<file path="src/hw/ait_pkg.sv">
package ait_pkg;
	// Clock rate and the idle power-down tick
	localparam int unsigned AIT_CLK_HZ    = 10_000_000;
	localparam int unsigned AIT_TICK_MS   = 5;
	localparam int unsigned AIT_TICK_CYC  = AIT_CLK_HZ / 1000 * AIT_TICK_MS;
	// Command opcodes
	localparam logic [7:0]  AIT_OP_IDLE_A = 8'h97;
	localparam logic [7:0]  AIT_OP_IDLE_B = 8'hE3;
	localparam logic [7:0]  AIT_OP_IMM_A  = 8'h95;
	localparam logic [7:0]  AIT_OP_IMM_B  = 8'hE1;
	localparam logic [7:0]  AIT_OP_INIT   = 8'h91;
	localparam logic [7:0]  AIT_OP_NOP    = 8'h00;
	localparam logic [7:0]  AIT_OP_RDBUF  = 8'hE4;
	localparam logic [7:0]  AIT_OP_RDDMA  = 8'hC8;
	// Register word indices on the Avalon bus
	localparam logic [3:0]  AIT_REG_CMD   = 4'h0;
	localparam logic [3:0]  AIT_REG_SCNT  = 4'h1;
	localparam logic [3:0]  AIT_REG_SNUM  = 4'h2;
	localparam logic [3:0]  AIT_REG_CYLO  = 4'h3;
	localparam logic [3:0]  AIT_REG_CYHI  = 4'h4;
	localparam logic [3:0]  AIT_REG_DRHD  = 4'h5;
	localparam logic [3:0]  AIT_REG_FEAT  = 4'h6;
	localparam logic [3:0]  AIT_REG_STAT  = 4'h7;
	localparam logic [3:0]  AIT_REG_ERR   = 4'h8;
	localparam logic [3:0]  AIT_REG_DATA  = 4'h9;
	localparam logic [3:0]  AIT_REG_ID163 = 4'hA;
	localparam logic [3:0]  AIT_REG_ID164 = 4'hB;
	localparam logic [3:0]  AIT_REG_MODE  = 4'hC;
	localparam logic [3:0]  AIT_REG_GEOM  = 4'hD;
	localparam logic [3:0]  AIT_REG_DLBA  = 4'hE;
	localparam logic [3:0]  AIT_REG_DCNT  = 4'hF;
	// Status and error bit positions
	localparam int unsigned AIT_ST_ERR    = 0;
	localparam int unsigned AIT_ST_DRQ    = 3;
	localparam int unsigned AIT_ST_DRDY   = 6;
	localparam int unsigned AIT_ST_BSY    = 7;
	localparam int unsigned AIT_ST_IDLE   = 8;
	localparam int unsigned AIT_ST_STBY   = 9;
	localparam int unsigned AIT_ST_APD    = 10;
	localparam int unsigned AIT_ER_ABRT   = 2;
	// Mode register write layout
	localparam int unsigned AIT_MD_PIO    = 0;
	localparam int unsigned AIT_MD_MDMA   = 3;
	localparam int unsigned AIT_MD_UDMA   = 6;
	// Identify word 163 and 164 field values, and the highest accepted UDMA mode
	localparam logic [2:0]  AIT_PIO_CAP   = 3'h2;
	localparam logic [2:0]  AIT_MDMA_CAP  = 3'h2;
	localparam logic [2:0]  AIT_IO_CAP    = 3'h3;
	localparam logic [2:0]  AIT_MEM_CAP   = 3'h3;
	localparam logic [2:0]  AIT_UDMA_MAX  = 3'h5;
	localparam logic [3:0]  AIT_W163_RSV  = 4'h0;
	localparam logic [9:0]  AIT_W164_RSV  = 10'h000;
	// Buffer sizes
	localparam int unsigned AIT_BUF_WORDS = 256;
	localparam int unsigned AIT_FIFO_W    = 16;
	localparam int unsigned AIT_FIFO_D    = 16;
	localparam logic [8:0]  AIT_FULL_CNT  = 9'h100;
	// Task file contents
	typedef struct packed {
		logic [7:0] feat;
		logic [7:0] scnt;
		logic [7:0] snum;
		logic [7:0] cylo;
		logic [7:0] cyhi;
		logic [7:0] drhd;
	} ait_tf_t;
	// DMA read request handed to the transfer engine
	typedef struct packed {
		logic [27:0] lba;
		logic [8:0]  cnt;
	} ait_dma_t;
	// Selected transfer modes, 0 means none or the older word
	typedef struct packed {
		logic [2:0] udma;
		logic [2:0] mdma;
		logic [2:0] pio;
	} ait_mode_t;
	typedef enum logic [1:0] {ST_IDLE = 2'b00, ST_EXEC = 2'b01, ST_XFER = 2'b11, ST_FIN = 2'b10} ait_state_t;
	typedef enum logic [1:0] {PW_ACTIVE = 2'b00, PW_IDLE = 2'b01, PW_STBY = 2'b11} ait_pwr_t;
endpackage : ait_pkg

</file>
<file path="src/hw/ait_top.sv">
// Operation
// - Word 163 bits 2-0: highest advanced PIO
// - Word 163 bits 5-3: highest advanced MDMA
// - Word 163 bits 8-6: selected advanced PIO
// - Word 163 bits 11-9: selected advanced MDMA
// - Word 163 top four bits reserved zero
// - Word 164 bits 2-0: fastest I/O cycle
// - Word 164 bits 5-3 memory cycle, rest reserved
// - Idle: busy, idle state, unbusy, interrupt
// - Idle Immediate: same sequence, parameters ignored
// - Nonzero count arms power-down, 5 ms ticks
// - Zero count disables automatic power-down
// - Geometry from sector count and head field
// - Geometry ignores cylinder, sector, feature registers
// - NOP always ends with command aborted
// - Read Buffer streams sector buffer, PIO in
// - Read DMA takes 28-bit address and count
// - Never UDMA and MDMA selected together
`timescale 1ns/1ps
module ait_fifo #(
	parameter int unsigned WIDTH = 16,
	parameter int unsigned DEPTH = 16
) (
	// Clock and reset
	input  wire logic             sys_clk,
	input  wire logic             rst,
	// Fill side
	input  wire logic             in_valid,
	output logic                  in_ready,
	input  wire logic [WIDTH-1:0] in_data,
	// Drain side
	output logic                  out_valid,
	input  wire logic             out_ready,
	output logic [WIDTH-1:0]      out_data
);
	localparam int unsigned AW = $clog2(DEPTH);
	logic [WIDTH-1:0] mem [DEPTH];          // Storage words
	logic [AW:0]      wr_ptr_r;             // Write pointer with wrap bit
	logic [AW:0]      rd_ptr_r;             // Read pointer with wrap bit
	logic             push;                 // Word accepted
	logic             pop;                  // Word drained

	// Extra pointer bit tells full from empty without a counter
	assign in_ready  = (wr_ptr_r - rd_ptr_r) != (AW+1)'(DEPTH);
	assign out_valid = wr_ptr_r != rd_ptr_r;
	assign push      = in_valid & in_ready;
	assign pop       = out_valid & out_ready;
	assign out_data  = mem[rd_ptr_r[AW-1:0]];

	// Storage has no reset, only the pointers matter
	always_ff @(posedge sys_clk) begin
		if (push) begin
			mem[wr_ptr_r[AW-1:0]] <= in_data;
		end
	end

	// Pointer update
	always_ff @(posedge sys_clk or posedge rst) begin
		if (rst) begin
			wr_ptr_r <= '0;
			rd_ptr_r <= '0;
		end else begin
			if (push) begin
				wr_ptr_r <= wr_ptr_r + 1'b1;
			end
			if (pop) begin
				rd_ptr_r <= rd_ptr_r + 1'b1;
			end
		end
	end
endmodule : ait_fifo

module ait_top #(
	parameter int unsigned TICK_CYC = ait_pkg::AIT_TICK_CYC
) (
	// Clock and reset
	input  wire logic         sys_clk,
	input  wire logic         rst,
	// Avalon-MM slave
	input  wire logic [3:0]   avs_address,
	input  wire logic         avs_read,
	input  wire logic         avs_write,
	input  wire logic [31:0]  avs_writedata,
	input  wire logic [3:0]   avs_byteenable,
	output logic [31:0]       avs_readdata,
	output logic              avs_waitrequest,
	// Host side status
	output logic              host_intrq,
	output logic              dev_busy,
	output logic              pwr_idle,
	output logic              pwr_standby,
	// DMA engine request
	output logic              dma_start,
	output ait_pkg::ait_dma_t dma_req
);
	import ait_pkg::*;

	logic               ack_r;          // Second bus cycle, answer stands
	logic [31:0]        rdata_r;        // Registered read data
	logic [31:0]        rd_val;         // Decoded read value
	ait_tf_t            tf_r;           // Task file
	logic [7:0]         op_r;           // Latched opcode
	ait_state_t         state_r;        // Command sequencer
	ait_mode_t          mode_r;         // Selected transfer modes
	logic [7:0]         geo_sec_r;      // Sectors per track
	logic [4:0]         geo_head_r;     // Heads per cylinder
	logic               abrt_r;         // Command aborted
	logic               intrq_r;        // Host interrupt
	logic               intrq_nxt;
	ait_pwr_t           pwr_r;          // Power state
	logic               apd_en_r;       // Automatic power-down armed
	logic [7:0]         pd_left_r;      // Ticks left to standby
	logic [31:0]        tick_cnt_r;     // Cycles within one tick
	logic               tick;           // One tick elapsed
	logic [15:0]        buf_mem [AIT_BUF_WORDS]; // Sector buffer
	logic [7:0]         buf_wptr_r;     // Host fill position
	logic [7:0]         xfer_idx_r;     // Read Buffer position
	logic               dma_start_r;
	ait_dma_t           dma_req_r;
	logic               wr_hit;         // Write takes effect now
	logic               rd_hit;         // Read completes now
	logic               cmd_acc;        // Command accepted
	logic               fifo_in_ready;
	logic               fifo_out_valid;
	logic [15:0]        fifo_out_data;
	logic               fifo_push;
	logic               fifo_pop;

	// Identify word 163 from fixed capability and live selection
	function automatic logic [15:0] id163(input ait_mode_t m);
		id163 = {AIT_W163_RSV, m.mdma, m.pio, AIT_MDMA_CAP, AIT_PIO_CAP};
	endfunction : id163

	// Identify word 164, PC Card cycle capability
	function automatic logic [15:0] id164();
		id164 = {AIT_W164_RSV, AIT_MEM_CAP, AIT_IO_CAP};
	endfunction : id164

	// Both opcode pairs of the timed Idle
	function automatic logic is_idle(input logic [7:0] op);
		is_idle = (op == AIT_OP_IDLE_A) || (op == AIT_OP_IDLE_B);
	endfunction : is_idle

	// Both opcode pairs of Idle Immediate
	function automatic logic is_imm(input logic [7:0] op);
		is_imm = (op == AIT_OP_IMM_A) || (op == AIT_OP_IMM_B);
	endfunction : is_imm

	// One wait state: the answer always stands in the second cycle
	assign avs_waitrequest = (avs_read | avs_write) & ~ack_r;
	assign wr_hit          = ack_r & avs_write & avs_byteenable[0];
	assign rd_hit          = ack_r & avs_read;
	assign cmd_acc         = wr_hit & (avs_address == AIT_REG_CMD) & (state_r == ST_IDLE);
	assign avs_readdata    = rdata_r;
	assign host_intrq      = intrq_r;
	assign dev_busy        = state_r == ST_EXEC;
	assign pwr_idle        = pwr_r == PW_IDLE;
	assign pwr_standby     = pwr_r == PW_STBY;
	assign dma_start       = dma_start_r;
	assign dma_req         = dma_req_r;
	assign tick            = tick_cnt_r == 32'(TICK_CYC - 1);
	assign fifo_push       = (state_r == ST_XFER) & fifo_in_ready;
	assign fifo_pop        = rd_hit & (avs_address == AIT_REG_DATA) & fifo_out_valid;

	// Bus handshake and read capture
	always_ff @(posedge sys_clk or posedge rst) begin
		if (rst) begin
			ack_r   <= 1'b0;
			rdata_r <= 32'h0000_0000;
		end else begin
			ack_r <= (avs_read | avs_write) & ~ack_r;
			if (avs_read & ~ack_r) begin
				rdata_r <= rd_val;
			end
		end
	end

	// Read decode; unmapped and write-only words read zero
	always_comb begin
		rd_val = 32'h0000_0000;
		if (avs_address == AIT_REG_SCNT) begin
			rd_val[7:0] = tf_r.scnt;
		end else if (avs_address == AIT_REG_SNUM) begin
			rd_val[7:0] = tf_r.snum;
		end else if (avs_address == AIT_REG_CYLO) begin
			rd_val[7:0] = tf_r.cylo;
		end else if (avs_address == AIT_REG_CYHI) begin
			rd_val[7:0] = tf_r.cyhi;
		end else if (avs_address == AIT_REG_DRHD) begin
			rd_val[7:0] = tf_r.drhd;
		end else if (avs_address == AIT_REG_FEAT) begin
			rd_val[7:0] = tf_r.feat;
		end else if (avs_address == AIT_REG_STAT) begin
			rd_val[AIT_ST_BSY]  = dev_busy;
			rd_val[AIT_ST_DRDY] = ~dev_busy;
			rd_val[AIT_ST_DRQ]  = (state_r == ST_XFER) | fifo_out_valid;
			rd_val[AIT_ST_ERR]  = abrt_r;
			rd_val[AIT_ST_IDLE] = pwr_idle;
			rd_val[AIT_ST_STBY] = pwr_standby;
			rd_val[AIT_ST_APD]  = apd_en_r;
		end else if (avs_address == AIT_REG_ERR) begin
			rd_val[AIT_ER_ABRT] = abrt_r;
		end else if (avs_address == AIT_REG_DATA) begin
			rd_val[15:0] = fifo_out_valid ? fifo_out_data : 16'h0000;
		end else if (avs_address == AIT_REG_ID163) begin
			rd_val[15:0] = id163(mode_r);
		end else if (avs_address == AIT_REG_ID164) begin
			rd_val[15:0] = id164();
		end else if (avs_address == AIT_REG_MODE) begin
			rd_val[8:0] = mode_r;
		end else if (avs_address == AIT_REG_GEOM) begin
			rd_val[12:0] = {geo_head_r, geo_sec_r};
		end else if (avs_address == AIT_REG_DLBA) begin
			rd_val[27:0] = dma_req_r.lba;
		end else if (avs_address == AIT_REG_DCNT) begin
			rd_val[8:0] = dma_req_r.cnt;
		end
	end

	// Task file writes; frozen while busy so operands stay put
	always_ff @(posedge sys_clk or posedge rst) begin
		if (rst) begin
			tf_r <= '0;
		end else if (wr_hit && state_r != ST_EXEC) begin
			if (avs_address == AIT_REG_SCNT) begin
				tf_r.scnt <= avs_writedata[7:0];
			end else if (avs_address == AIT_REG_SNUM) begin
				tf_r.snum <= avs_writedata[7:0];
			end else if (avs_address == AIT_REG_CYLO) begin
				tf_r.cylo <= avs_writedata[7:0];
			end else if (avs_address == AIT_REG_CYHI) begin
				tf_r.cyhi <= avs_writedata[7:0];
			end else if (avs_address == AIT_REG_DRHD) begin
				tf_r.drhd <= avs_writedata[7:0];
			end else if (avs_address == AIT_REG_FEAT) begin
				tf_r.feat <= avs_writedata[7:0];
			end
		end
	end

	// Mode selection; a UDMA choice wins and clears MDMA
	always_ff @(posedge sys_clk or posedge rst) begin
		if (rst) begin
			mode_r <= '0;
		end else if (wr_hit && avs_address == AIT_REG_MODE && avs_byteenable[1]) begin
			// Reserved codes are refused and leave the field alone
			if (avs_writedata[AIT_MD_PIO +: 3] <= AIT_PIO_CAP) begin
				mode_r.pio <= avs_writedata[AIT_MD_PIO +: 3];
			end
			if (avs_writedata[AIT_MD_UDMA +: 3] != 3'h0 && avs_writedata[AIT_MD_UDMA +: 3] <= AIT_UDMA_MAX) begin
				mode_r.udma <= avs_writedata[AIT_MD_UDMA +: 3];
				mode_r.mdma <= 3'h0;
			end else if (avs_writedata[AIT_MD_MDMA +: 3] != 3'h0 && avs_writedata[AIT_MD_MDMA +: 3] <= AIT_MDMA_CAP) begin
				mode_r.mdma <= avs_writedata[AIT_MD_MDMA +: 3];
				mode_r.udma <= 3'h0;
			end
		end
	end

	// Command sequencer
	always_ff @(posedge sys_clk or posedge rst) begin
		if (rst) begin
			state_r <= ST_IDLE;
			op_r    <= 8'h00;
		end else begin
			case (state_r)
				ST_IDLE: begin
					if (cmd_acc) begin
						op_r    <= avs_writedata[7:0];
						state_r <= ST_EXEC;
					end
				end
				ST_EXEC: begin
					state_r <= (op_r == AIT_OP_RDBUF) ? ST_XFER : ST_IDLE;
				end
				ST_XFER: begin
					if (fifo_push && xfer_idx_r == 8'hFF) begin
						state_r <= ST_FIN;
					end
				end
				default: begin
					// Hold off new commands until the host has drained the data
					if (!fifo_out_valid) begin
						state_r <= ST_IDLE;
					end
				end
			endcase
		end
	end

	// Geometry adopted only from sector count and head field
	always_ff @(posedge sys_clk or posedge rst) begin
		if (rst) begin
			geo_sec_r  <= 8'h00;
			geo_head_r <= 5'h00;
		end else if (state_r == ST_EXEC && op_r == AIT_OP_INIT) begin
			geo_sec_r  <= tf_r.scnt;
			geo_head_r <= {1'b0, tf_r.drhd[3:0]} + 5'h01;
		end
	end

	// Abort flag, cleared by each new command
	always_ff @(posedge sys_clk or posedge rst) begin
		if (rst) begin
			abrt_r <= 1'b0;
		end else if (cmd_acc) begin
			abrt_r <= 1'b0;
		end else if (state_r == ST_EXEC) begin
			// Unknown opcodes abort too, as NOP always does
			abrt_r <= !(is_idle(op_r) || is_imm(op_r) || op_r == AIT_OP_INIT ||
				op_r == AIT_OP_RDBUF || op_r == AIT_OP_RDDMA);
		end
	end

	// Interrupt after busy drops or data is ready; a set beats a status-read clear
	always_comb begin
		intrq_nxt = intrq_r;
		if (rd_hit && avs_address == AIT_REG_STAT) begin
			intrq_nxt = 1'b0;
		end
		if (state_r == ST_EXEC) begin
			intrq_nxt = 1'b1;
		end
	end

	always_ff @(posedge sys_clk or posedge rst) begin
		if (rst) begin
			intrq_r <= 1'b0;
		end else begin
			intrq_r <= intrq_nxt;
		end
	end

	// Tick divider runs only while a countdown is live
	// A new command restarts it, so a re-armed timer never gets a short first tick
	always_ff @(posedge sys_clk or posedge rst) begin
		if (rst) begin
			tick_cnt_r <= 32'h0000_0000;
		end else if (state_r == ST_EXEC || pwr_r != PW_IDLE || !apd_en_r || tick) begin
			tick_cnt_r <= 32'h0000_0000;
		end else begin
			tick_cnt_r <= tick_cnt_r + 32'h0000_0001;
		end
	end

	// Power state and automatic power-down timer
	always_ff @(posedge sys_clk or posedge rst) begin
		if (rst) begin
			pwr_r     <= PW_ACTIVE;
			apd_en_r  <= 1'b0;
			pd_left_r <= 8'h00;
		end else if (state_r == ST_EXEC) begin
			if (is_idle(op_r)) begin
				pwr_r     <= PW_IDLE;
				apd_en_r  <= tf_r.scnt != 8'h00;
				pd_left_r <= tf_r.scnt;
			end else if (is_imm(op_r)) begin
				pwr_r <= PW_IDLE;
			end else begin
				pwr_r <= PW_ACTIVE;
			end
		end else if (pwr_r == PW_IDLE && apd_en_r && tick) begin
			// Counts in whole ticks, so the wait is count times 5 ms
			if (pd_left_r == 8'h01) begin
				pwr_r <= PW_STBY;
			end
			pd_left_r <= pd_left_r - 8'h01;
		end
	end

	// Sector buffer fill by the host while no command runs
	always_ff @(posedge sys_clk) begin
		if (wr_hit && avs_address == AIT_REG_DATA && state_r == ST_IDLE) begin
			buf_mem[buf_wptr_r] <= avs_writedata[15:0];
		end
	end

	// Buffer pointers
	always_ff @(posedge sys_clk or posedge rst) begin
		if (rst) begin
			buf_wptr_r <= 8'h00;
			xfer_idx_r <= 8'h00;
		end else begin
			if (wr_hit && avs_address == AIT_REG_DATA && state_r == ST_IDLE) begin
				buf_wptr_r <= buf_wptr_r + 8'h01;
			end
			if (state_r == ST_EXEC) begin
				xfer_idx_r <= 8'h00;
			end else if (fifo_push) begin
				xfer_idx_r <= xfer_idx_r + 8'h01;
			end
		end
	end

	// Read DMA setup: LBA from four registers, zero count is 256
	always_ff @(posedge sys_clk or posedge rst) begin
		if (rst) begin
			dma_start_r <= 1'b0;
			dma_req_r   <= '0;
		end else begin
			dma_start_r <= state_r == ST_EXEC && op_r == AIT_OP_RDDMA;
			if (state_r == ST_EXEC && op_r == AIT_OP_RDDMA) begin
				dma_req_r.lba <= {tf_r.drhd[3:0], tf_r.cyhi, tf_r.cylo, tf_r.snum};
				dma_req_r.cnt <= (tf_r.scnt == 8'h00) ? AIT_FULL_CNT : {1'b0, tf_r.scnt};
			end
		end
	end

	// Data FIFO between the sector buffer and the data register
	ait_fifo #(
		.WIDTH (AIT_FIFO_W),
		.DEPTH (AIT_FIFO_D)
	) u_fifo (
		.sys_clk   (sys_clk),
		.rst       (rst),
		.in_valid  (state_r == ST_XFER),
		.in_ready  (fifo_in_ready),
		.in_data   (buf_mem[xfer_idx_r]),
		.out_valid (fifo_out_valid),
		.out_ready (fifo_pop),
		.out_data  (fifo_out_data)
	);
endmodule : ait_top

</file>
<file path="config.mk">
export PLATFORM = sky130hd
export DESIGN_NAME = ait_top
export DESIGN_NICKNAME = d
export VERILOG_FILES = /design/src/hw/ait_pkg.sv /design/src/hw/ait_top.sv
export SDC_FILE = /design/constraint.sdc
export NUM_CORES = 2
export LEC_CHECK = 0
export BUFFER_PORTS_ARGS = -buffer_cell sky130_fd_sc_hd__clkbuf_2
export CORE_MARGIN = 2
export CORE_UTILIZATION = 35
export DETAILED_ROUTE_END_ITERATION = 10
export MAX_ROUTING_LAYER = met4
export PLACE_DENSITY_LB_ADDON = 0.12
export RECOVER_POWER = 100
export SLEW_MARGIN = 5
export SYNTH_ARGS = -nofsm -noshare
export SYNTH_HDL_FRONTEND = slang
export SYNTH_HIERARCHICAL = 1
export SYNTH_MEMORY_MAX_BITS = 65536
export SYNTH_SLANG_ARGS = --single-unit
</file>
<file path="constraint.sdc">
create_clock -name sys_clk -period 5.91 [get_ports sys_clk]
set_input_delay 0.591 -clock sys_clk [delete_from_list [all_inputs] [get_ports sys_clk]]
set_output_delay 0.591 -clock sys_clk [all_outputs]
set_load 0.02 [all_outputs]
</file>
==> qor.csv <==
stage,metric,value,unit
sta,Final min period,5.67,ns
sta,Fin. Hold Viols,0,
placement,global placer's final weighted congestion,0.853,
clocking,# resized after CTS,0,
worst_hold_path,Worst Hold Class,in -> async,
clocking,Clock transition at path regs,0.06,ns
clocking,Worst-Skew Late Latency,1.06,ns
outcome,violated checks,"max-capacitance violations, max-slew violations",
critical_path,Crit. End Element,register,
synthesis,"Cell Area, Synth",180000,µm²
finish,"most common cell after layout, fill and taps aside",edfxtp_1,
sta,max-slew violation count,3637,
global_routing,largest net degree at the start of global routing,177,
pwr,power share of the clock group,0.452,
clocking,H-tree depth,6,
floorplan,# IOs,119,
synthesis,synthesized area per cell,20.1,µm²
route,First-pass DRT Iterations,6,
floorplan,core area,513000,µm²
synthesis,cells after synthesis,8992,
floorplan,die span in x,722,µm
sta,worst rel slew slack,-3.35,
critical_path,worst path arrival time,6.27,ns
finish,"commonest cells after routing, fill and taps aside","4352 x edfxtp_1, 728 x mux4_2, 641 x mux2i_1",
global_routing,global-route usage over all layers,0.224,
route,vias per inst,5.56,
floorplan,row count,263,
route,Total Routed Length,578000,µm
route,DR iter-0 viols,10683,
pwr,Pwr Total,68.8,mW
placement,"Cell Area, Placed",192000,µm²
sta,Sum Neg Setup Slack,0,ns
clocking,CTS tree,yes,
pwr,maximum vdd drop,0.000300,V
critical_path,crit path max fanout,16,
outcome,status,"complete, but fails checks",
critical_path,critical path type,reg -> reg,
floorplan,Starting Density,0.351,
pwr,sw frac,0.214,
sta,final setup margin,0.244,ns
pwr,Internal Power,54.1,mW
clocking,Clock Root Buffer,clkbuf_16,
route,via count,94206,
finish,fraction of layout cells with a size suffix above 1,0.207,
sta,worst slew pin tran,6.52,ns
sta,RSZ-0062 raised after global routing,no,
sta,clk_skew,0.0423,ns
finish,Final nets,9833,
critical_path,WP data required,6.52,ns
global_routing,initial antenna violation count,42,
clocking,Setup Buffers After CTS,0,
route,Final ANT Viol Nets,0,
global_routing,global-route wire length before repair,793000,µm
critical_path,CP Launch Type,register,
placement,Port Buffers,96,
sta,Tcrit/Tclk final,0.959,
finish,P&R area growth vs syn,14.6,%
placement,Final HPWL DP,354000,µm
clocking,"buffers from clock root to sink, at most",4,
pwr,Sw Pwr,14.7,mW
clocking,CTS Buf Count,522,
clocking,clock sink count,4570,
finish,"Design Area, Final",207000,µm²
flow_run,total of max-cap violations,103,
floorplan,die area,521000,µm²
sta,# setup viols final,0,
synthesis,async set-reset flop share out of synthesis,0.0477,
synthesis,sequential area share after synthesis,0.755,
floorplan,DIE HEIGHT,722,µm
global_routing,vias in the first global route,95139,
pwr,Sequential Power Share,0.519,
pwr,PD cells,333,nW/µm²
sta,Hold WS,0.139,ns
pwr,Lkg Pwr,63.1,nW
synthesis,number of synthesized flops with an enable pin,4352,
route,wire per inst,34.1,µm
synthesis,"FF+latch count, synth",4570,
placement,Setup Slack @ Placement,0.651,ns
pwr,Comb pwr share,0.029,
synthesis,Synth Flop Type,edfxtp_1,
global_routing,Overflow after GRT,0,
synthesis,count of different cell masters after synthesis,91,
route,Remaining DRCs,0,
sta,f_max,0.176,GHz
synthesis,Syn. warnings,6,
through the flow:
step / std cells / utilization
after floorplan: 8995 / -
after global placement: 15985 / 0.375
after detailed placement: 15987 / 0.375
after CTS: 16916 / 0.407
after global routing: 16932 / 0.403
final: 16944 / 0.403
logic make-up after synthesis:
group,Yosys count,synth area share
flops,4570,0.755
mux,1582,0.149
fa+ha+maj,21,0.00146
buf+inv,577,0.0236
compound gates,1086,0.0411
xor+xnor,56,0.00282
simple gates,1099,0.0274
other cells,1,0.0000208
worst max-delay path: stages (launching register included):
cell and delay [ns]:
dfrtp_1 0.44, and3_1 0.34, nand3_1 0.48, nor3_1 0.28
clkbuf_1 0.26, nand2_1 1.14, clkbuf_1 0.79, nor2_2 0.26
clkbuf_1 1.20
metal layers:
layer	share of wire	vias to the layer above	track usage
li1	-	38929	-
met1	0.43	51215	0.300
met2	0.48	3288	0.361
met3	0.059	774	0.0297
met4	0.032	0	0.0628
met5	0	-	-
synthesized netlist by cell type (107+ instances only):
cell      instances  area (µm²)
o21ai_0         179         896
edfxtp_1       4352      131000
a21oi_1         225        1130
mux2_2          107        1200
mux4_2          728       16400
o22ai_1         147         920
o221ai_1        222        1940
dfrtp_1         218        5460
nor2_1          431        1620
nand2_1         291        1090
mux2i_1         641        6420
clkbuf_1        172         646
power by group through the flow:
stage / registers, mW / clock network [mW] / logic (mW)
after floorplan: 36.3 / 0 / 1.06
after global placement: 36.3 / 0 / 2.03
after detailed placement: 36.4 / 0 / 2.08
after CTS: 35.7 / 31.8 / 2.09
after global routing: 35.7 / 33.0 / 2.17
final: 35.7 / 31.1 / 2.00
path summary, 6_finish.rpt:
path	from	end	slack [ns]	depth (start not counted)
max	ack_r	buf_mem[93][9]	0.24	8
min	rst	u_fifo/rd_ptr_r[4]	0.14	3
max reg2reg	ack_r	buf_mem[93][9]	0.24	8
min reg2reg	tick_cnt_r[0]	tick_cnt_r[0]	0.47	1
max in group asynchronous	rst	op_r[0]	1.67	5
min in group sys_clk	avs_byteenable[1]	mode_r[7]	0.18	3
flip-flops by register name, indices dropped and copies added (netlist names), 2 cells and up:
register,count
tick_cnt_r,32
pd_left_r,8
tf_r,48
state_r,2
dma_req,37
op_r,8
avs_readdata,28
buf_wptr_r,8
geo_sec_r,8
mode_r,9
u_fifo/rd_ptr_r,5
pwr_r,2
buf_mem,4096
u_fifo/mem,256
xfer_idx_r,8
u_fifo/wr_ptr_r,5
geo_head_r,5
cell type report:
cell class              count  area, µm²
diodes                     28       70.1
well taps                6757       8450
multi-input cells        3848      40500
repair buffers            788       5040
inverters                  38        159
fillers                 45906     306000
flip-flops and latches   4570     136000
clock inverters           252       2310
clock buffers             663      13900
what timing repair did:
action,4_1_cts,5_1_grt
hold buffers,14,0
endpoints found under the setup margin,0,0
endpoints found under the hold margin,282,0
No activity file was read; power rests on OpenSTA's default activity.
